## config.mk

```make
export PLATFORM = sky130hd
export DESIGN_NAME = lde_status_top
export DESIGN_NICKNAME = d
export VERILOG_FILES = /design/src/hdl/lde_pkg.sv /design/src/hdl/lde_cnt_if.sv /design/src/hdl/lde_err_counters.sv /design/src/hdl/lde_status_top.sv
export SDC_FILE = /design/constraint.sdc
export NUM_CORES = 1
export LEC_CHECK = 0
export ABC_AREA = 1
export BUFFER_PORTS_ARGS = -buffer_cell sky130_fd_sc_hd__buf_4
export CAP_MARGIN = 20
export CORE_MARGIN = 1
export CORE_UTILIZATION = 60
export CTS_CLUSTER_SIZE = 25
export DETAILED_ROUTE_END_ITERATION = 10
export PLACE_DENSITY = 0.82
export RECOVER_POWER = 50
export SYNTH_ARGS = -nofsm -noshare
export SYNTH_HDL_FRONTEND = slang
export SYNTH_SLANG_ARGS = --single-unit
```

## constraint.sdc

```tcl
create_clock -name clk -period 10.8 [get_ports clk]
set_clock_uncertainty 0.2 [all_clocks]
set_input_delay 0 -clock clk [delete_from_list [all_inputs] [get_ports clk]]
set_output_delay 0 -clock clk [all_outputs]
set_load 0.01 [all_outputs]
```

## src/hdl/lde_pkg.sv

```systemverilog
// constants for the lane decode error status block
package lde_pkg;
   localparam int          NUM_LANES          = 8;
   localparam int          NUM_LINKS          = 2;
   localparam int          NUM_CNT            = NUM_LANES * NUM_LINKS;
   localparam logic [11:0] ADDR_LINK_PAGE     = 12'h300;
   localparam logic [11:0] ADDR_THRESHOLD     = 12'h301;
   localparam logic [11:0] ADDR_CNT_CLEAR     = 12'h302;
   localparam logic [11:0] ADDR_IRQ_STATUS    = 12'h303;
   localparam logic [11:0] ADDR_IRQ_CLEAR     = 12'h304;
   localparam logic [11:0] ADDR_IRQ_ENABLE    = 12'h305;
   localparam logic [11:0] ADDR_DISP_FLAGS    = 12'h46d;
   localparam logic [11:0] ADDR_INVALID_FLAGS = 12'h46e;
   localparam logic [7:0]  THRESHOLD_RST      = 8'hff;
   localparam logic        LINK_PAGE_RST      = 1'h0;
   localparam logic [7:0]  FLAGS_RST          = 8'h00;
   localparam logic [7:0]  CNT_MAX            = 8'hff;
   localparam int          LINK_PAGE_BIT      = 0;
   localparam int          EVT_DISP_BIT       = 0;
   localparam int          EVT_INVALID_BIT    = 1;
   localparam int          NUM_IRQ            = 2;
endpackage : lde_pkg

```

## src/hdl/lde_cnt_if.sv

```systemverilog
// bundle between the register block and one counter bank
`timescale 1ns/1ns
interface lde_cnt_if;
   import lde_pkg::*;
   logic [NUM_CNT-1:0] evt;
   logic [7:0]         threshold;
   logic               clear;
   logic [NUM_CNT-1:0] flags;
   modport counter (input evt, input threshold, input clear, output flags);
   modport owner   (output evt, output threshold, output clear, input flags);
endinterface : lde_cnt_if

```

## src/hdl/lde_err_counters.sv

```systemverilog
// per-lane, per-link error counters with threshold flags
`timescale 1ns/1ns
module lde_err_counters
   import lde_pkg::*;
(
   input wire logic   clk,   // system clock
   input wire logic   rst,   // async reset, active high
   lde_cnt_if.counter cif    // events in, flags out
);
   logic [7:0] cnt [NUM_CNT];

   // saturate so a long burst never wraps back below threshold
   function automatic logic [7:0] lde_sat_inc(input logic [7:0] v);
      return (v == CNT_MAX) ? v : v + 8'h01;
   endfunction : lde_sat_inc

   always_ff @(posedge clk or posedge rst) begin
      if (rst) begin
         for (int i = 0; i < NUM_CNT; i++) begin
            cnt[i] <= 8'h00;
         end
         cif.flags <= '0; // [RULE4]
      end else begin
         for (int i = 0; i < NUM_CNT; i++) begin
            if (cif.clear) begin
               cnt[i] <= 8'h00;
            end else if (cif.evt[i]) begin
               cnt[i] <= lde_sat_inc(cnt[i]); // [RULE5]
            end
            cif.flags[i] <= (cnt[i] >= cif.threshold); // [RULE1] [RULE2]
         end
      end
   end

   for (genvar g = 0; g < NUM_CNT; g++) begin : gChk
      countStep_a: assert property (@(posedge clk) disable iff (rst) // [RULE5]
         cif.evt[g] && !cif.clear && cnt[g] != CNT_MAX |=> cnt[g] == $past(cnt[g]) + 8'h01)
         else $error("error counter did not advance on event");
      flagSet_a: assert property (@(posedge clk) disable iff (rst) // [RULE1]
         (cnt[g] >= cif.threshold) [*2] |-> cif.flags[g])
         else $error("flag low while count at or above threshold");
      flagClr_a: assert property (@(posedge clk) disable iff (rst) // [RULE2]
         (cnt[g] < cif.threshold) [*2] |-> !cif.flags[g])
         else $error("flag high while count below threshold");
      cntClear_a: assert property (@(posedge clk) disable iff (rst) // [RULE5]
         cif.clear |=> cnt[g] == 8'h00)
         else $error("error counter not cleared");
   end

   satCover_c: cover property (@(posedge clk) disable iff (rst) cnt[0] == CNT_MAX);
endmodule : lde_err_counters

```

## src/hdl/lde_status_top.sv

```systemverilog
// lane decode error status registers: counters, paged flags, interrupt
//
// Contract
// (RULE1) per-lane disparity flag is 1 when its count reaches threshold, else 0
// (RULE2) 8-bit invalid-group flag register, lane n at bit n, count >= threshold
// (RULE3) flag reads return the link chosen by the page selector at 0x300
// (RULE4) all flag bits are read-only and zero after reset
// (RULE5) one counter per lane and error type, compared with the shared threshold
`timescale 1ns/1ns
module lde_status_top
   import lde_pkg::*;
(
   input  wire logic               clk,           // 125 MHz clock
   input  wire logic               rst,           // async reset, active high
   input  wire logic [11:0]        addr,          // register address
   input  wire logic [7:0]         wrData,        // write data
   input  wire logic               wrStrobe,      // one-cycle write
   input  wire logic               rdStrobe,      // one-cycle read
   output logic      [7:0]         rdData,        // read data, cycle after strobe
   input  wire logic [NUM_CNT-1:0] dispErrEvt,    // disparity error pulses, link*8+lane
   input  wire logic [NUM_CNT-1:0] invalidErrEvt, // invalid code group pulses
   output logic                    irq            // level interrupt
);
   logic               linkPage;
   logic [7:0]         errorCountThreshold;
   logic [NUM_IRQ-1:0] irqStatus;
   logic [NUM_IRQ-1:0] irqEnable;
   logic [NUM_CNT-1:0] dispPrev;
   logic [NUM_CNT-1:0] invalidPrev;

   lde_cnt_if dispIf ();
   lde_cnt_if invIf ();

   wire wrPage   = wrStrobe && (addr == ADDR_LINK_PAGE);
   wire wrThr    = wrStrobe && (addr == ADDR_THRESHOLD);
   wire wrCntClr = wrStrobe && (addr == ADDR_CNT_CLEAR);
   wire wrIrqClr = wrStrobe && (addr == ADDR_IRQ_CLEAR);
   wire wrIrqEn  = wrStrobe && (addr == ADDR_IRQ_ENABLE);

   assign dispIf.evt       = dispErrEvt;
   assign dispIf.threshold = errorCountThreshold;
   assign dispIf.clear     = wrCntClr && wrData[EVT_DISP_BIT];
   assign invIf.evt        = invalidErrEvt;
   assign invIf.threshold  = errorCountThreshold;
   assign invIf.clear      = wrCntClr && wrData[EVT_INVALID_BIT];

   lde_err_counters uDisp (
      .clk (clk),
      .rst (rst),
      .cif (dispIf)
   );

   lde_err_counters uInvalid (
      .clk (clk),
      .rst (rst),
      .cif (invIf)
   );

   // flags are paged: one link visible at a time
   wire [3:0] pageBase   = {linkPage, 3'h0};
   wire [7:0] dispSel    = dispIf.flags[pageBase +: NUM_LANES];   // [RULE3]
   wire [7:0] invalidSel = invIf.flags[pageBase +: NUM_LANES];    // [RULE3]

   // a rising flag on any link is an interrupt event, paging does not hide it
   wire dispRise    = |(dispIf.flags & ~dispPrev);
   wire invalidRise = |(invIf.flags & ~invalidPrev);
   wire [NUM_IRQ-1:0] irqEvt = {invalidRise, dispRise};
   wire [NUM_IRQ-1:0] irqClr = wrIrqClr ? wrData[NUM_IRQ-1:0] : '0;
   // set beats clear in the same cycle
   wire [NUM_IRQ-1:0] next_irqStatus = (irqStatus & ~irqClr) | irqEvt;
   // enable seen by irq in the same cycle that it is written
   wire [NUM_IRQ-1:0] next_irqEnable = wrIrqEn ? wrData[NUM_IRQ-1:0] : irqEnable;

   logic [7:0] rdValue;
   always_comb begin
      case (addr)
         ADDR_LINK_PAGE:     rdValue = {7'h00, linkPage};
         ADDR_THRESHOLD:     rdValue = errorCountThreshold;
         ADDR_IRQ_STATUS:    rdValue = {6'h00, irqStatus};
         ADDR_IRQ_ENABLE:    rdValue = {6'h00, irqEnable};
         ADDR_DISP_FLAGS:    rdValue = dispSel;    // [RULE1]
         ADDR_INVALID_FLAGS: rdValue = invalidSel; // [RULE2]
         default:            rdValue = 8'h00;
      endcase
   end

   // writes to flag addresses fall through: the flags are read-only [RULE4]
   always_ff @(posedge clk or posedge rst) begin
      if (rst) begin
         linkPage <= LINK_PAGE_RST;
      end else if (wrPage) begin
         linkPage <= wrData[LINK_PAGE_BIT]; // [RULE3]
      end
   end

   always_ff @(posedge clk or posedge rst) begin
      if (rst) begin
         errorCountThreshold <= THRESHOLD_RST;
      end else if (wrThr) begin
         errorCountThreshold <= wrData;
      end
   end

   always_ff @(posedge clk or posedge rst) begin
      if (rst) begin
         irqEnable <= '0;
      end else begin
         irqEnable <= next_irqEnable;
      end
   end

   // edge memory of every flag on every link
   always_ff @(posedge clk or posedge rst) begin
      if (rst) begin
         dispPrev    <= '0;
         invalidPrev <= '0;
      end else begin
         dispPrev    <= dispIf.flags;
         invalidPrev <= invIf.flags;
      end
   end

   always_ff @(posedge clk or posedge rst) begin
      if (rst) begin
         irqStatus <= '0;
      end else begin
         irqStatus <= next_irqStatus;
      end
   end

   // built from next values so irq never lags status or enable by a cycle
   always_ff @(posedge clk or posedge rst) begin
      if (rst) begin
         irq <= 1'b0;
      end else begin
         irq <= |(next_irqStatus & next_irqEnable);
      end
   end

   // read data stands only in the cycle after the strobe
   always_ff @(posedge clk or posedge rst) begin
      if (rst) begin
         rdData <= FLAGS_RST;
      end else begin
         rdData <= rdStrobe ? rdValue : 8'h00;
      end
   end

   dispRead_a: assert property (@(posedge clk) disable iff (rst) // [RULE1]
      rdStrobe && addr == ADDR_DISP_FLAGS |=> rdData == $past(dispSel))
      else $error("disparity flag read mismatch");
   invalidRead_a: assert property (@(posedge clk) disable iff (rst) // [RULE2]
      rdStrobe && addr == ADDR_INVALID_FLAGS |=> rdData == $past(invalidSel))
      else $error("invalid group flag read mismatch");
   pageSelect_a: assert property (@(posedge clk) disable iff (rst) // [RULE3]
      rdStrobe && addr == ADDR_INVALID_FLAGS && linkPage
      |=> rdData == $past(invIf.flags[15:8]))
      else $error("page 1 read did not return link 1 flags");
   flagsReadOnly_a: assert property (@(posedge clk) disable iff (rst) // [RULE4]
      wrStrobe && (addr == ADDR_DISP_FLAGS || addr == ADDR_INVALID_FLAGS)
      |=> $stable(linkPage) && $stable(errorCountThreshold) && $stable(irqEnable))
      else $error("write to read-only flag register changed state");
   stickySet_a: assert property (@(posedge clk) disable iff (rst)
      dispRise |=> irqStatus[EVT_DISP_BIT])
      else $error("disparity event lost from status");
   irqLevel_a: assert property (@(posedge clk) disable iff (rst)
      (irqStatus & irqEnable) != '0 |-> irq)
      else $error("interrupt low with enabled status set");
   rdQuiet_a: assert property (@(posedge clk) disable iff (rst)
      !rdStrobe |=> rdData == 8'h00)
      else $error("read data outside the answer cycle");
   counterFeed_a: assert property (@(posedge clk) disable iff (rst) // [RULE5]
      dispErrEvt[0] && !dispIf.clear && errorCountThreshold == 8'h01 ##1 !dispIf.clear
      |=> dispIf.flags[0])
      else $error("one error did not reach threshold of one");

   // sticky status: set wins, cleared only by writing a one
   invalidSticky_a: assert property (@(posedge clk) disable iff (rst)
      invalidRise |=> irqStatus[EVT_INVALID_BIT])
      else $error("invalid group event lost from status");
   stickyHold_a: assert property (@(posedge clk) disable iff (rst)
      irqStatus[EVT_DISP_BIT] && !irqClr[EVT_DISP_BIT] |=> irqStatus[EVT_DISP_BIT])
      else $error("status bit dropped without a clear");
   stickyClear_a: assert property (@(posedge clk) disable iff (rst)
      irqClr[EVT_DISP_BIT] && !irqEvt[EVT_DISP_BIT] |=> !irqStatus[EVT_DISP_BIT])
      else $error("status bit survived its clear");
   irqQuiet_a: assert property (@(posedge clk) disable iff (rst)
      (irqStatus & irqEnable) == '0 |-> !irq)
      else $error("interrupt high with no enabled status");

   // register writes and paged reads
   thrWrite_a: assert property (@(posedge clk) disable iff (rst)
      wrThr |=> errorCountThreshold == $past(wrData))
      else $error("threshold write did not land");
   pageWrite_a: assert property (@(posedge clk) disable iff (rst) // [RULE3]
      wrPage |=> linkPage == $past(wrData[LINK_PAGE_BIT]))
      else $error("link page write did not land");
   dispPage0_a: assert property (@(posedge clk) disable iff (rst) // [RULE3]
      rdStrobe && addr == ADDR_DISP_FLAGS && !linkPage
      |=> rdData == $past(dispIf.flags[7:0]))
      else $error("page 0 read did not return link 0 disparity flags");
   dispPage1_a: assert property (@(posedge clk) disable iff (rst) // [RULE3]
      rdStrobe && addr == ADDR_DISP_FLAGS && linkPage
      |=> rdData == $past(dispIf.flags[15:8]))
      else $error("page 1 read did not return link 1 disparity flags");
   invalidPage0_a: assert property (@(posedge clk) disable iff (rst) // [RULE3]
      rdStrobe && addr == ADDR_INVALID_FLAGS && !linkPage
      |=> rdData == $past(invIf.flags[7:0]))
      else $error("page 0 read did not return link 0 invalid flags");

   // checked at the second reset edge, once the async clear has settled
   resetClear_a: assert property (@(posedge clk) // [RULE4]
      rst [*2] |-> rdData == FLAGS_RST && !irq && dispIf.flags == '0 && invIf.flags == '0)
      else $error("flags or read data not cleared by reset");

   irqCover_c: cover property (@(posedge clk) disable iff (rst) $rose(irq));
   page1Cover_c: cover property (@(posedge clk) disable iff (rst)
      rdStrobe && linkPage && addr == ADDR_DISP_FLAGS && dispSel != 8'h00);
   invCover_c: cover property (@(posedge clk) disable iff (rst)
      rdStrobe && addr == ADDR_INVALID_FLAGS && invalidSel != 8'h00);
   clrSetCover_c: cover property (@(posedge clk) disable iff (rst) (irqClr & irqEvt) != '0);
endmodule : lde_status_top

```

* Yosys cells after proc, flatten, opt, wreduce, memory -nomap -nowiden *
Cells that the tools add are included.

storage, ports and cells
  register bits = 342
  input bits = 56
  output and inout port bits = 9
  word-level logic and storage cells = 362

operators by class
  add/sub/neg operators = 32
  $lt $le $gt $ge = 32
  eq/ne operators = 72
  shifts and indexed selects = 2
  multiplexer cells = 100
  bitwise gates (word level) = 8
  reduce and logical (&&, ||, !) cells = 74

operator list
  operator              count
  $mux 8                97
  $add 8x1->8 const B   32
  $eq 8x8->1 const B    32
  $ge 8x8->1            32
  $eq 12x10->1 const B  6
  $ne 2x2->1 const B    32
  $reduce_and 2->1      32
  $reduce_bool 2->1     32
  $pmux 8 s6            1
  $and 16x16->16        2
  $not 16->16           2
  $reduce_or 16->1      2
  $shiftx 16x5->8       2
  $eq 12x11->1 const B  2
  $logic_and 1x1->1     7
  $and 2x2->2           2
  $mux 2                2
  $not 2->2             1
  $or 2x2->2            1
  $reduce_or 2->1       1

* Depth between registers and ports, before layout *
Gate-level depths: netlist (run 1).

  depth after elaboration = 8
  mapped depth = 12
  mapped depth without buffers = 12

* Modules after synthesis *
From an unflattened synthesis (run 1), not the netlist that was laid out.

unflattened totals
  cell total of the unflattened synthesis = 3315
  area total of the unflattened synthesis = 24392.1 µm²

modules (own cells, without submodules)
  module            instances  cells an instance  area each (µm²)
  lde_err_counters  2          1504               10943.0
  lde_status_top    1          307                2506.2

* Least setup slack after synthesis (run 1) *
OpenSTA, ideal clock, no wires.

  kind = register -> register
  start point = register errorCountThreshold[1] (netlist: dispIf.threshold[1])
  end point = register uDisp.cif.flags[0]
  library setup time = 0.138 ns
  arrival = 1.642 ns
  slack = 8.821 ns
  stages on the path, launching flop included = 7
  clock period less this slack = 1.979 ns
  cells stage by stage = dfstp_2 > inv_1 > ha_1 > a21oi_1 > o21ai_0 > nand2_1 > o2111ai_1

between the ends
  longest elaborated chain between the ends = 1

ends and longest elaborated chain
  element                         RTL line                RTL
  start: declaration              lde_status_top.sv:25    logic [7:0] errorCountThreshold;
  start signal: assignment        lde_status_top.sv:100   errorCountThreshold <= wrData;
  $ge 8x8->1                      lde_err_counters.sv:30  cif.flags[i] <= (cnt[i] >= cif.threshold);
  end signal: indexed assignment  lde_err_counters.sv:30
  end: declaration                lde_cnt_if.sv:9         modport counter (input evt, input threshold, input clear, output flags);

Every way passes these cells.
A chain may end at the register's enable or synchronous reset.

* Worst setup path after layout (run 1) *
  start point = input addr[11]
  end point = register rdData[0]

between the ends
  longest elaborated chain between the ends = 3

ends and longest elaborated chain
  element                                       RTL line               RTL
  start: declaration                            lde_status_top.sv:15   input wire logic [11:0] addr,
  $eq 12x11->1 or $eq 12x10->1 (tied branches)  lde_status_top.sv:76   case (addr)
  $pmux 8 s6 *                                  lde_status_top.sv:76
  $mux 8 *                                      lde_status_top.sv:145  rdData <= rdStrobe ? rdValue : 8'h00;
  end signal: assignment                        lde_status_top.sv:145
  end: declaration                              lde_status_top.sv:19   output logic [7:0] rdData,

Mark *: on every way between the ends. The rest lies on a longest branch, timed or not.

==> results of run 1 <==
## repair_timing
action / 4_1_cts / 5_1_grt
endpoints found under the hold margin: 400 / 0
gates resized for setup: 0 / 0
buffers inserted: 0 / 0
hold buffers: 73 / 0
## cell type report
class	instances	area, µm²
tap	504	631
inverter	461	1730
clock inverter	9	176
clock buffer	61	1190
sequential	342	8570
fill	2813	11100
multi-input combinational	2098	12100
timing repair buffer	152	1320
## flip-flops by register name, indices dropped and copies added, names as in the netlist
name and cells:
uInvalid.cnt 128, irqEnable 2, invalidPrev 16, uInvalid.cif.flags 16, irqStatus 2, linkPage 1, irq 1, dispIf.threshold 8
rdData 8, dispPrev 16, uDisp.cif.flags 16, uDisp.cnt 128
## cell usage after synthesis (3+ instances only)
cell type / count / area, µm²
nand2_2: 3 / 18.8
o21ai_0: 141 / 706
nor2_4: 5 / 56.3
o21ai_2: 8 / 70.1
inv_2: 4 / 15.0
buf_6: 4 / 45.0
nand2_1: 587 / 2200
nand3_1: 183 / 916
o21ai_1: 11 / 55.1
dfrtp_1: 334 / 8360
o211ai_1: 6 / 45.0
clkbuf_1: 13 / 48.8
nand4_1: 94 / 588
xor2_1: 30 / 263
nand3b_1: 15 / 113
nor2_1: 340 / 1280
a21oi_1: 198 / 991
o22ai_1: 16 / 100
buf_2: 14 / 70.1
o2111ai_1: 32 / 280
a31oi_1: 8 / 50.1
inv_1: 456 / 1710
ha_1: 288 / 3600
nor3_1: 100 / 500
o21ai_4: 3 / 48.8
dfstp_2: 8 / 210
or2_2: 15 / 93.8
## worst register-to-register path, cell delays in order, from the launching register on
cell	delay, ps
dfrtp_1	370
nand4_1	80
dlygate4sd3_1	560
nand2_1	70
dlygate4sd3_1	580
nor2_1	120
dlygate4sd3_1	570
a21oi_1	70
dlygate4sd3_1	570
## power groups by stage
stage	logic, mW	registers (mW)	clock network [mW]
floorplan	1.51	2.07	0
global placement	1.74	2.21	0
detailed placement	1.89	2.23	0
CTS	1.94	2.22	1.44
global route	2.30	2.29	1.48
finish	1.94	2.23	1.42
## metal layers
metal	track usage [%]	wire (µm)	vias to the layer above
met1	38.9	24100	9725
met2	52.8	27500	727
met4	12.9	2280	0
li1	-	-	10100
met5	0	0	-
met3	4.54	3850	184
## worst paths after layout
check,start,endpoint,slack [ps],cells past startpoint
max,addr[11],rdData[0]$_DFF_PP0_,6010,15
min,addr[6],uInvalid.cnt[104]$_DFFE_PP0P_,100,7
min in group asynchronous,rst,uInvalid.cnt[102]$_DFFE_PP0P_,1540,3
max reg2reg,irqStatus[0]$_DFF_PP0_,rdData[0]$_DFF_PP0_,7490,8
min reg2reg,uDisp.cif.flags[8]$_DFF_PP0_,dispPrev[8]$_DFF_PP0_,180,0
max in group asynchronous,rst,uDisp.cnt[126]$_DFFE_PP0P_,6220,4
## layout by cell type (no fill, tap or decap), types with 3 or more instances in the layout
cell type	count
nand2_1	586
inv_1	448
nor2_1	339
dfrtp_1	334
ha_1	288
a21oi_1	198
nand3_1	183
o21ai_0	141
nor3_1	100
nand4_1	94
dlygate4sd3_1	73
buf_4	67
clkbuf_16	41
o2111ai_1	32
xor2_1	30
clkbuf_1	20
o22ai_1	16
nand3b_1	15
or2_2	15
o21ai_1	11
clkbuf_8	9
o21ai_2	8
a31oi_1	8
clkinv_1	8
dfstp_2	8
o211ai_1	6
nor2_4	5
bufinv_16	5
nand2_2	4
inv_2	4
nor2_2	3
o21ai_4	3
## through the flow
step,hold WS (ps),total power [mW]
finish,99.8,5.60
global route,162,6.07
CTS,36.8,5.59
detailed placement,41.4,4.12
global placement,43.2,3.94
floorplan,-87.8,3.58
## cell families after synthesis
kind of cell | synth area share (%)
adder cells (fa/ha/maj) | 15.9
flip-flops | 37.9
buffers and inverters | 8.42
AO/OA/AOI/OAI | 10.5
multiplexers | 0.0941
XOR/XNOR | 1.16
AND/OR/NAND/NOR | 26.0
==> results_tabular.tex, run 1 <==
\begin{tabular}{lr}
\hline
Metric & Value \\
\hline
\multicolumn{2}{l}{\textbf{Run status}} \\
\quad Outcome & finished, violations left \\
\quad Violations in the final reports & max-capacitance violations, max-slew violations \\
\multicolumn{2}{l}{\textbf{Detailed routing}} \\
\quad Final ANT Viol Nets & 0 \\
\quad Number of design-rule violations left by the first detailed-router iteration & 1582 \\
\quad DRT Wirelength & 57.8 mm \\
\quad Detail-routed net length per standard cell & 15.9 µm \\
\quad Number of design rule violations left after detail routing & 0 \\
\quad Total number of vias & 20700 \\
\quad Drt via density & 5.71 \\
\quad Drt first pass iters & 7 \\
\multicolumn{2}{l}{\textbf{Place}} \\
\quad Total instance count after detailed placement & 3482 \\
\quad Placed Area & 23700 µm² \\
\quad Detailed placement HPWL & 37.3 mm \\
\quad Final estimated routing congestion in global placement & 0.922 \\
\quad Port-buffer cells & 64 \\
\quad Setup WS pre-CTS & 7950 ps \\
\multicolumn{2}{l}{\textbf{Synthesis}} \\
\quad Number of storage elements in the synthesis netlist & 342 \\
\quad Synthesized netlist net count & 3277 \\
\quad Number of enable-type register cells in the synthesized netlist & 0 \\
\quad Cell area after technology mapping & 22600 µm² \\
\quad Count of synthesis-stage warnings from yosys & 0 \\
\quad Leading register cell type out of synthesis & dfrtp\_1 \\
\quad Share of synthesized area occupied by flip-flops and latches & 37.9\% \\
\quad Unique masters post-synth & 39 \\
\quad Synthesized instance count & 2933 \\
\quad Synth Area per Inst & 7.70 µm² \\
\quad Share of flip-flops with an asynchronous set or reset & 100\% \\
\multicolumn{2}{l}{\textbf{Floorplan}} \\
\quad Number of top-level design ports & 65 \\
\quad Die Wd & 196 µm \\
\quad Floorplan die area & 38400 µm² \\
\quad DIE HEIGHT & 196 µm \\
\quad Initial Util & 61.3\% \\
\quad Placement row count & 70 \\
\quad Total core area & 36900 µm² \\
\multicolumn{2}{l}{\textbf{Power and ir drop}} \\
\quad Maximum ir drop on the vdd rail & 0.108 mV \\
\quad Share of power burned in registers & 39.9\% \\
\quad Combinational share of power & 34.7\% \\
\quad Power density of the placed cells & 218 nW/µm² \\
\quad Leakage component of the power & 13.4 nW \\
\quad Clock network fraction of total power & 25.4\% \\
\quad Int Pwr & 3.42 mW \\
\quad Net switching power figure & 2.18 mW \\
\quad Switching Share & 38.9\% \\
\multicolumn{2}{l}{\textbf{Worst setup path}} \\
\quad Cell-by-cell trace of the critical path & dlygate4sd3\_1, buf\_4, nor2\_1, dlygate4sd3\_1, nand3\_1, dlygate4sd3\_1, nor2\_2, nand4\_1, dlygate4sd3\_1, nand2\_1, dlygate4sd3\_1, nor2\_1, dlygate4sd3\_1, a21oi\_1, dlygate4sd3\_1 \\
\quad Crit-path leading delay family & buffers and inverters \\
\quad CP endpoint kind & register \\
\quad Arrival time of the worst setup path & 5060 ps \\
\quad Critical path buffers and inverters & 8 \\
\quad Required time worst endpoint & 11080 ps \\
\quad Cell seen most often among critical-path stages & dlygate4sd3\_1 \\
\quad Biggest fanout along the worst timing path & 10 \\
\quad Delay of the slowest critical-path stage & 600 ps \\
\quad Slowest stage cell, crit path & dlygate4sd3\_1 \\
\quad Critical path class & in2reg \\
\quad Element type at the critical path start & input port \\
\multicolumn{2}{l}{\textbf{CTS}} \\
\quad Clock net sink count & 342 \\
\quad Clock latency on the worst-skew pair & 540 ps \\
\quad Num CTS Buffers & 39 \\
\quad Htree depth & 2 \\
\quad CTS tree & done \\
\quad Clock-pin slew of the registers on the worst-case setup and hold paths & 60 ps \\
\quad Root Driver & clkbuf\_16 \\
\quad Buffers from clock root to sink, at most & 3 \\
\multicolumn{2}{l}{\textbf{STA}} \\
\quad Relative slew slack & -276\% \\
\quad Upper clock frequency limit & 209 MHz \\
\quad Final setup violation count & 0 \\
\quad PnR worst setup slack & 6010 ps \\
\quad Count of pins over their slew limit & 125 \\
\quad Setup tns final & 0 ps \\
\quad RSZ-0062 raised after global routing & false \\
\quad Least-Margin Pin Slew & 5610 ps \\
\quad Minimum clock period after layout & 4790 ps \\
\quad Count of endpoints failing hold in the final timing report & 0 \\
\quad Final Cycle Share & 44.3\% \\
\multicolumn{2}{l}{\textbf{GRT}} \\
\quad Via count of the first global-routing pass & 20500 \\
\quad Overall Global Routing Usage & 30.8\% \\
\quad Pin count of the biggest net entering global routing & 153 \\
\quad Remaining Overflow, GRT & 0 \\
\quad First-pass GRT wire length & 96.9 mm \\
\quad Initial antenna violation count & 0 \\
\multicolumn{2}{l}{\textbf{Cells and area}} \\
\quad Number of standard cells in the layout, taps in and fillers out & 3627 \\
\quad NumNets Final & 3438 \\
\quad Antenna Diode Count & 0 \\
\quad Layout Area Growth over Synthesis & 14.0\% \\
\quad Layout cells sized above 1 & 5.92\% \\
\quad Share of the core filled with cells in the final layout & 69.8\% \\
\quad Total non-filler cell area in the finished layout & 25800 µm² \\
\multicolumn{2}{l}{\textbf{Hold path}} \\
\quad Classification of the worst-slack hold path & in2reg \\
\multicolumn{2}{l}{\textbf{Flow run}} \\
\quad Count of max-cap constraint violations & 1 \\
\hline
\end{tabular}
Power figures use the tool's default switching activity.
==> inputs of run 2 (changes only) <==
- clock period: 10.8 -> 4.6 ns (I/O delays scaled with it)
==> results_tabular.tex, run 2 (synthesis results as in run 1) <==
\begin{tabular}{lr}
\hline
Metric & Value \\
\hline
\multicolumn{2}{l}{\textbf{Run status}} \\
\quad Outcome & finished, violations left \\
\quad Violations in the final reports & max-capacitance violations, max-slew violations \\
\multicolumn{2}{l}{\textbf{Cells and area}} \\
\quad NumNets Final & 3438 (unchanged) \\
\quad Commonest cells after routing, fill and taps aside & nand2\_1 (586), inv\_1 (448), nor2\_1 (339) \\
\quad Most common cell after layout, fill and taps aside & nand2\_1 \\
\quad Share of the core filled with cells in the final layout & 69.6\% (-0.23 points) \\
\quad Layout cells sized above 1 & 5.83\% (-0.092 points) \\
\quad Number of standard cells in the layout, taps in and fillers out & 3626 (-0.028\%) \\
\quad Biggest registers after layout & uDisp.cnt x128, uInvalid.cnt x128 \\
\quad Layout Area Growth over Synthesis & 13.6\% \\
\multicolumn{2}{l}{\textbf{STA}} \\
\quad Minimum clock period after layout & 4260 ps \\
\quad Count of pins over their slew limit & 331 (+160\%) \\
\quad Upper clock frequency limit & 234 MHz \\
\quad Final Cycle Share & 92.7\% \\
\quad PnR worst setup slack & 335 ps (-5680 ps) \\
\quad Final setup violation count & 0 (unchanged) \\
\quad RSZ-0062 raised after global routing & false \\
\quad Count of endpoints failing hold in the final timing report & 0 (unchanged) \\
\quad Relative slew slack & -75.2\% (+200 points) \\
\quad Least-Margin Pin Slew & 2630 ps (-2990 ps) \\
\multicolumn{2}{l}{\textbf{CTS}} \\
\quad Root Driver & clkbuf\_16 \\
\quad Clock net sink count & 342 (unchanged) \\
\quad Setup Buffers After CTS & 0 (unchanged) \\
\quad Clock-pin slew of the registers on the worst-case setup and hold paths & 60 ps (about the same) \\
\quad CTS tree & done \\
\quad Number of resized instances in the post-cts repair step & 0 (unchanged) \\
\quad Num CTS Buffers & 39 (unchanged) \\
\quad Buffers from clock root to sink, at most & 3 (unchanged) \\
\quad Clock latency on the worst-skew pair & 530 ps (about the same) \\
\quad Htree depth & 2 (unchanged) \\
\multicolumn{2}{l}{\textbf{Flow run}} \\
\quad Count of max-cap constraint violations & 3 (+2) \\
\multicolumn{2}{l}{\textbf{Detailed routing}} \\
\quad Total number of vias & 20800 (+0.51\%) \\
\quad Number of design-rule violations left by the first detailed-router iteration & 1605 (+1.5\%) \\
\quad Drt via density & 5.74 (+0.54\%) \\
\quad Final ANT Viol Nets & 0 (unchanged) \\
\quad Routed length on met1 & 24.4 mm (+1.3\%) \\
\quad Topmost layer with routed signal wires & met4 \\
\quad DR WL met2 & 27.6 mm (+0.30\%) \\
\quad Number of design rule violations left after detail routing & 0 (unchanged) \\
\quad Detail-routed net length per standard cell & 15.9 µm (-0.27\%) \\
\quad Drt first pass iters & 6 (-1) \\
\quad DRT Wirelength & 57.6 mm (-0.30\%) \\
\quad Detailed route wirelength on metal3 & 3.64 mm (-5.3\%) \\
\multicolumn{2}{l}{\textbf{Power and ir drop}} \\
\quad Share of power burned in registers & 40.5\% (+0.6 points) \\
\quad Combinational share of power & 35.3\% (+0.6 points) \\
\quad Final Power & 13.0 mW (+130\%) \\
\quad Net switching power figure & 5.09 mW (+130\%) \\
\quad Clock network fraction of total power & 24.2\% (-1.2 points) \\
\quad Switching Share & 39.3\% (+0.42 points) \\
\quad Leakage component of the power & 13.4 nW (-0.38\%) \\
\quad Int Pwr & 7.86 mW (+130\%) \\
\quad Power density of the placed cells & 505 nW/µm² (+130\%) \\
\quad Maximum ir drop on the vdd rail & 0.299 mV (+180\%) \\
\multicolumn{2}{l}{\textbf{GRT}} \\
\quad Via count of the first global-routing pass & 20800 (+1.4\%) \\
\quad Overall Global Routing Usage & 30.6\% (-0.15 points) \\
\quad Initial antenna violation count & 1 (+1) \\
\quad Remaining Overflow, GRT & 0 (unchanged) \\
\quad First-pass GRT wire length & 96.6 mm (-0.22\%) \\
\quad Pin count of the biggest net entering global routing & 162 (+5.9\%) \\
\multicolumn{2}{l}{\textbf{Worst setup path}} \\
\quad Delay of the slowest critical-path stage & 590 ps (about the same) \\
\quad R2R depth & 7 (-1) \\
\quad Biggest fanout along the worst timing path & 11 (+1) \\
\quad Critical path depth in cells & 14 (-1) \\
\quad Cell-by-cell trace of the critical path & dlygate4sd3\_1, buf\_4, nor2\_1, dlygate4sd3\_1, nand3\_1, dlygate4sd3\_1, nor2\_2, nand4\_1, dlygate4sd3\_1, nand2\_1, dlygate4sd3\_1, nor2\_1, dlygate4sd3\_1, a21oi\_1 \\
\quad Element type at the critical path start & input port \\
\quad Required time worst endpoint & 4830 ps (-6250 ps) \\
\quad Reg-to-reg setup timing slack & 1530 ps (-5960 ps) \\
\quad CP endpoint kind & register \\
\quad Crit-path leading delay family & buffers and inverters \\
\quad End of the worst register-to-register path & uInvalid.cif.flags[11]\$\_DFF\_PP0\_ \\
\quad Source of the worst register-to-register timing path & dispIf.threshold[7]\$\_DFFE\_PP1P\_ \\
\quad Critical path buffers and inverters & 7 (-1) \\
\quad Cell seen most often among critical-path stages & dlygate4sd3\_1 \\
\quad Arrival time of the worst setup path & 4490 ps (-570 ps) \\
\quad Critical path class & in2reg \\
\quad Slowest stage cell, crit path & dlygate4sd3\_1 \\
\multicolumn{2}{l}{\textbf{Floorplan}} \\
\quad Initial Util & 61.3\% (unchanged) \\
\quad Total core area & 36900 µm² (unchanged) \\
\quad Die Wd & 196 µm (unchanged) \\
\quad Placement row count & 70 (unchanged) \\
\quad DIE HEIGHT & 196 µm (unchanged) \\
\quad Floorplan die area & 38400 µm² (unchanged) \\
\quad Number of top-level design ports & 65 (unchanged) \\
\multicolumn{2}{l}{\textbf{Hold path}} \\
\quad Classification of the worst-slack hold path & in2reg \\
\quad Hold Startpoint & addr[6] \\
\quad Endpoint of the worst hold path & irqEnable[0]\$\_DFF\_PP0\_ \\
\quad Worst hold stages & 7 (unchanged) \\
\multicolumn{2}{l}{\textbf{Place}} \\
\quad Final estimated routing congestion in global placement & 0.878 (-4.8\%) \\
\quad Detailed placement HPWL & 37.6 mm (+0.84\%) \\
\quad Setup WS pre-CTS & 1650 ps (-6310 ps) \\
\quad Total instance count after detailed placement & 3482 (unchanged) \\
\quad Port-buffer cells & 64 (unchanged) \\
\hline
\end{tabular}
[run 2: routing by layer]
metal / up-vias / GRT usage (%)
li1: 10100 / -
met1: 9844 / 38.7
met2: 741 / 52.7
met3: 160 / 4.61
met4: 0 / 12.4
met5: - / 0
[run 2: repair_timing]
action | CTS | global route
endpoints found under the hold margin | 612 | 0
hold buffers | 73 | 0
endpoints found under the setup margin | 0 | 0
[run 2: worst max path at each step]
| stage | slack [ps] | startpoint | end |
|---|---|---|---|
| floorplan | -170 | rst | dispPrev[0]$_DFF_PP0_ |
| global placement | 1770 | dispIf.threshold[6]$_DFFE_PP1P_ | uInvalid.cif.flags[1]$_DFF_PP0_ |
| detailed placement | 1650 | dispIf.threshold[7]$_DFFE_PP1P_ | uInvalid.cif.flags[4]$_DFF_PP0_ |
| CTS | 460 | addr[11] | rdData[1]$_DFF_PP0_ |
| global route | 180 | rst | uInvalid.cnt[25]$_DFFE_PP0P_ |
| finish | 340 | addr[11] | rdData[1]$_DFF_PP0_ |
[run 2: area by class of cell]
cell class                 count  area, µm²
multi-input combinational   2098      12100
clock inverter                 6       82.6
sequential                   342       8570
clock buffer                  62       1190
inverter                     461       1730
timing repair buffer         152       1330
antenna                        1       2.50
tap                          504        631
fill                        2828      11200
[run 2: power groups by stage]
stage,clock (mW),sequential [mW],combinational (mW)
3_3_place_gp,0,5.18,4.11
6_report,3.13,5.25,4.57
2_1_floorplan,0,4.86,3.55
3_5_place_dp,0,5.23,4.45
4_1_cts,3.16,5.20,4.56
5_1_grt,3.29,5.38,5.42
[run 2: per-stage QoR]
step           instance area, µm²  TNS [ps]  hold slack (ps)
2_1_floorplan               22600    -56110            -87.8
3_3_place_gp                23700         0             -166
3_5_place_dp                23700         0             -171
4_1_cts                     25700         0             5.17
5_1_grt                     25700         0             97.3
6_report                    25700         0             75.8
[run 2: worst register-to-register path, delay by kind of cell, from the launching register on]
kind	cells	cell delay, ps
buf+inv	2	1350
flops	1	540
compound gates	1	130
fa+ha+maj	1	350
simple gates	3	390
==> inputs of run 3 (changes only) <==
- CELL_PAD_IN_SITES_DETAIL_PLACEMENT: unset -> 1
- CELL_PAD_IN_SITES_GLOBAL_PLACEMENT: unset -> 2
- CORE_UTILIZATION: 60 -> 38
- PLACE_DENSITY: 0.82 -> 0.86
- clock period: 4.6 -> 4.1 ns (I/O delays scaled with it)
==> results_tabular.tex, run 3 (synthesis results as in run 1) <==
\begin{tabular}{lr}
\hline
Metric & Value \\
\hline
\multicolumn{2}{l}{\textbf{CTS}} \\
\quad Clock net sink count & 342 (unchanged) \\
\quad Clock-pin slew of the registers on the worst-case setup and hold paths & 60 ps (about the same) \\
\quad CTS tree & done \\
\quad Root Driver & clkbuf\_16 \\
\quad Clock latency on the worst-skew pair & 580 ps (+50 ps) \\
\quad Buffers from clock root to sink, at most & 3 (unchanged) \\
\quad Number of resized instances in the post-cts repair step & 0 (unchanged) \\
\quad Htree depth & 2 (unchanged) \\
\quad Num CTS Buffers & 43 (+10\%) \\
\quad Setup Buffers After CTS & 0 (unchanged) \\
\multicolumn{2}{l}{\textbf{Worst setup path}} \\
\quad Reg-to-reg setup timing slack & 580 ps (-950 ps) \\
\quad R2R depth & 8 (+1) \\
\quad CP endpoint kind & register \\
\quad Critical path buffers and inverters & 7 (unchanged) \\
\quad Element type at the critical path start & input port \\
\quad End of the worst register-to-register path & rdData[0]\$\_DFF\_PP0\_ \\
\quad Source of the worst register-to-register timing path & linkPage\$\_DFFE\_PP0P\_ \\
\quad Required time worst endpoint & 4410 ps (-420 ps) \\
\quad Arrival time of the worst setup path & 4220 ps (-270 ps) \\
\quad Slowest stage cell, crit path & dlygate4sd3\_1 \\
\quad Biggest fanout along the worst timing path & 5 (-6) \\
\quad Cell seen most often among critical-path stages & dlygate4sd3\_1 \\
\quad Cell-by-cell trace of the critical path & dlygate4sd3\_1, buf\_4, nor2\_4, dlygate4sd3\_1, nand4\_1, dlygate4sd3\_1, nand2\_1, dlygate4sd3\_1, nor2\_1, dlygate4sd3\_1, a21oi\_1, dlygate4sd3\_1 \\
\quad Delay of the slowest critical-path stage & 680 ps (+90 ps) \\
\quad Critical path class & in2reg \\
\quad Crit-path leading delay family & buffers and inverters \\
\multicolumn{2}{l}{\textbf{Floorplan}} \\
\quad Die Wd & 246 µm (+25\%) \\
\quad Placement row count & 89 (+27\%) \\
\quad Total core area & 58900 µm² (+60\%) \\
\quad Number of top-level design ports & 65 (unchanged) \\
\quad Initial Util & 38.4\% (-23 points) \\
\quad Floorplan die area & 60400 µm² (+57\%) \\
\quad DIE HEIGHT & 246 µm (+25\%) \\
\multicolumn{2}{l}{\textbf{Place}} \\
\quad Final estimated routing congestion in global placement & 0.843 (-4.0\%) \\
\quad Port-buffer cells & 64 (unchanged) \\
\quad Detailed placement HPWL & 46.4 mm (+23\%) \\
\multicolumn{2}{l}{\textbf{Cells and area}} \\
\quad Antenna Diode Count & 0 (-1) \\
\quad Layout cells sized above 1 & 6.38\% (+0.55 points) \\
\quad NumNets Final & 3446 (+0.23\%) \\
\quad Biggest registers after layout & uDisp.cnt x128, uInvalid.cnt x128 \\
\quad Share of the core filled with cells in the final layout & 44.5\% (-25 points) \\
\quad Commonest cells after routing, fill and taps aside & nand2\_1 (586), inv\_1 (448), nor2\_1 (339) \\
\quad Most common cell after layout, fill and taps aside & nand2\_1 \\
\quad Layout Area Growth over Synthesis & 15.9\% \\
\multicolumn{2}{l}{\textbf{Power and ir drop}} \\
\quad Int Pwr & 9.20 mW (+17\%) \\
\quad Share of power burned in registers & 39.1\% (-1.4 points) \\
\quad Maximum ir drop on the vdd rail & 0.281 mV (-6.0\%) \\
\quad Switching Share & 39.3\% (about the same) \\
\quad Clock network fraction of total power & 26.6\% (+2.4 points) \\
\quad Power density of the placed cells & 579 nW/µm² (+15\%) \\
\quad Combinational share of power & 34.3\% (-1.0 points) \\
\quad Net switching power figure & 5.96 mW (+17\%) \\
\quad Final Power & 15.2 mW (+17\%) \\
\quad Leakage component of the power & 13.5 nW (+0.85\%) \\
\multicolumn{2}{l}{\textbf{STA}} \\
\quad Count of endpoints failing hold in the final timing report & 0 (unchanged) \\
\quad RSZ-0062 raised after global routing & false \\
\quad Setup tns final & 0 ps (unchanged) \\
\quad Least-Margin Pin Slew & 2600 ps (-23.1 ps) \\
\quad Minimum clock period after layout & 3910 ps \\
\quad Upper clock frequency limit & 256 MHz \\
\quad Final Cycle Share & 95.4\% \\
\quad Count of pins over their slew limit & 345 (+4.2\%) \\
\quad Relative slew slack & -73.7\% (+1.5 points) \\
\quad Final setup violation count & 0 (unchanged) \\
\multicolumn{2}{l}{\textbf{Detailed routing}} \\
\quad Final ANT Viol Nets & 0 (unchanged) \\
\quad Detail-routed net length per standard cell & 17.4 µm (+9.4\%) \\
\quad DRT Wirelength & 67.9 mm (+18\%) \\
\quad Drt via density & 5.21 (-9.2\%) \\
\quad Total number of vias & 20400 (-2.2\%) \\
\quad Number of design-rule violations left by the first detailed-router iteration & 736 (-54\%) \\
\quad Number of design rule violations left after detail routing & 0 (unchanged) \\
\quad Drt first pass iters & 5 (-1) \\
\multicolumn{2}{l}{\textbf{GRT}} \\
\quad Initial antenna violation count & 0 (-1) \\
\quad First-pass GRT wire length & 111 mm (+15\%) \\
\quad Remaining Overflow, GRT & 0 (unchanged) \\
\quad Overall Global Routing Usage & 22.9\% (-7.7 points) \\
\quad Via count of the first global-routing pass & 21700 (+4.3\%) \\
\quad Pin count of the biggest net entering global routing & 155 (-4.3\%) \\
\multicolumn{2}{l}{\textbf{Hold path}} \\
\quad Classification of the worst-slack hold path & in2reg \\
\quad Endpoint of the worst hold path & irqStatus[0]\$\_DFF\_PP0\_ \\
\quad Worst hold stages & 6 (-1) \\
\quad Hold Startpoint & addr[8] \\
\multicolumn{2}{l}{\textbf{Flow run}} \\
\quad Count of max-cap constraint violations & 3 (unchanged) \\
\multicolumn{2}{l}{\textbf{Run status}} \\
\quad Outcome & finished, violations left \\
\quad Violations in the final reports & max-capacitance violations, max-slew violations \\
\hline
\end{tabular}
## run 3: cell count changes in the layout (fill, tap and decap cells not counted), moves of 2 or more
| cell | change |
|---|---|
| clkbuf_16 | +4 |
| bufinv_16 | +4 |
| clkinv_1 | -6 |
| clkbuf_1 | +2 |
| buf_16 | -2 |
| clkbuf_2 | +2 |
| clkbuf_8 | -3 |
| buf_4 | +6 |
| inv_2 | +6 |
## run 3: what timing repair did
action | in CTS | in global routing
setup endpoints to repair | 0 | 0
hold buffers | 72 | 0
hold endpoints to repair | 618 | 0
## run 3: worst max path at each step
stage | startpoint | endpoint | slack (ps) | cells after the start
floorplan | rst | dispPrev[0]$_DFF_PP0_ | -670 | 1
global placement | addr[10] | uInvalid.cnt[106]$_DFFE_PP0P_ | 1540 | 11
detailed placement | addr[10] | uInvalid.cnt[106]$_DFFE_PP0P_ | 1460 | 11
CTS | addr[2] | rdData[0]$_DFF_PP0_ | 310 | 12
global route | addr[2] | rdData[0]$_DFF_PP0_ | 70 | 12
finish | addr[2] | rdData[0]$_DFF_PP0_ | 190 | 12
## run 3: worst reg2reg max path: stages, from the launching register on
cell	delay, ps
dfrtp_1	560
nand4_1	130
dlygate4sd3_1	580
nand2_1	70
dlygate4sd3_1	550
nor2_1	40
dlygate4sd3_1	550
a21oi_1	190
dlygate4sd3_1	590
## run 3: power by group through the flow
stage	clock [mW]	combinational (mW)	sequential (mW)
CTS	4.16	5.26	5.92
detailed placement	0	5.14	5.95
global route	4.25	6.17	6.11
floorplan	0	3.98	5.45
global placement	0	4.69	5.90
finish	4.04	5.20	5.93
## run 3: stage by stage
step	hold WS [ps]	worst slack [ps]	instance area, µm²	cells
4_1_cts	11.3	306	26300	3906
6_report	68.7	188	26200	3907
2_1_floorplan	-87.8	-668	22600	2933
3_5_place_dp	50.1	1460	24100	3757
3_3_place_gp	43.2	1540	24100	3757
5_1_grt	142	73.6	26200	3907
## run 3: cell type report
class                           count  area, µm²
Clock buffer                       66       1260
Clock inverter                     11        208
Tap cell                          773        967
Sequential cell                   342       8570
Inverter                          461       1730
Timing Repair Buffer              156       1330
Fill cell                        7164      32700
Multi-Input combinational cell   2098      12100
## run 3: per-layer routing
| metal | part of all wire, % | vias to the layer above | routed length [µm] | global-route usage (%) |
|---|---|---|---|---|
| li1 | - | 10100 | - | - |
| met1 | 47 | 9909 | 32100 | 30.2 |
| met2 | 47 | 270 | 31800 | 38.6 |
| met3 | 3.3 | 111 | 2240 | 3.07 |
| met4 | 2.5 | 0 | 1730 | 7.27 |
| met5 | 0 | - | 0 | 0 |
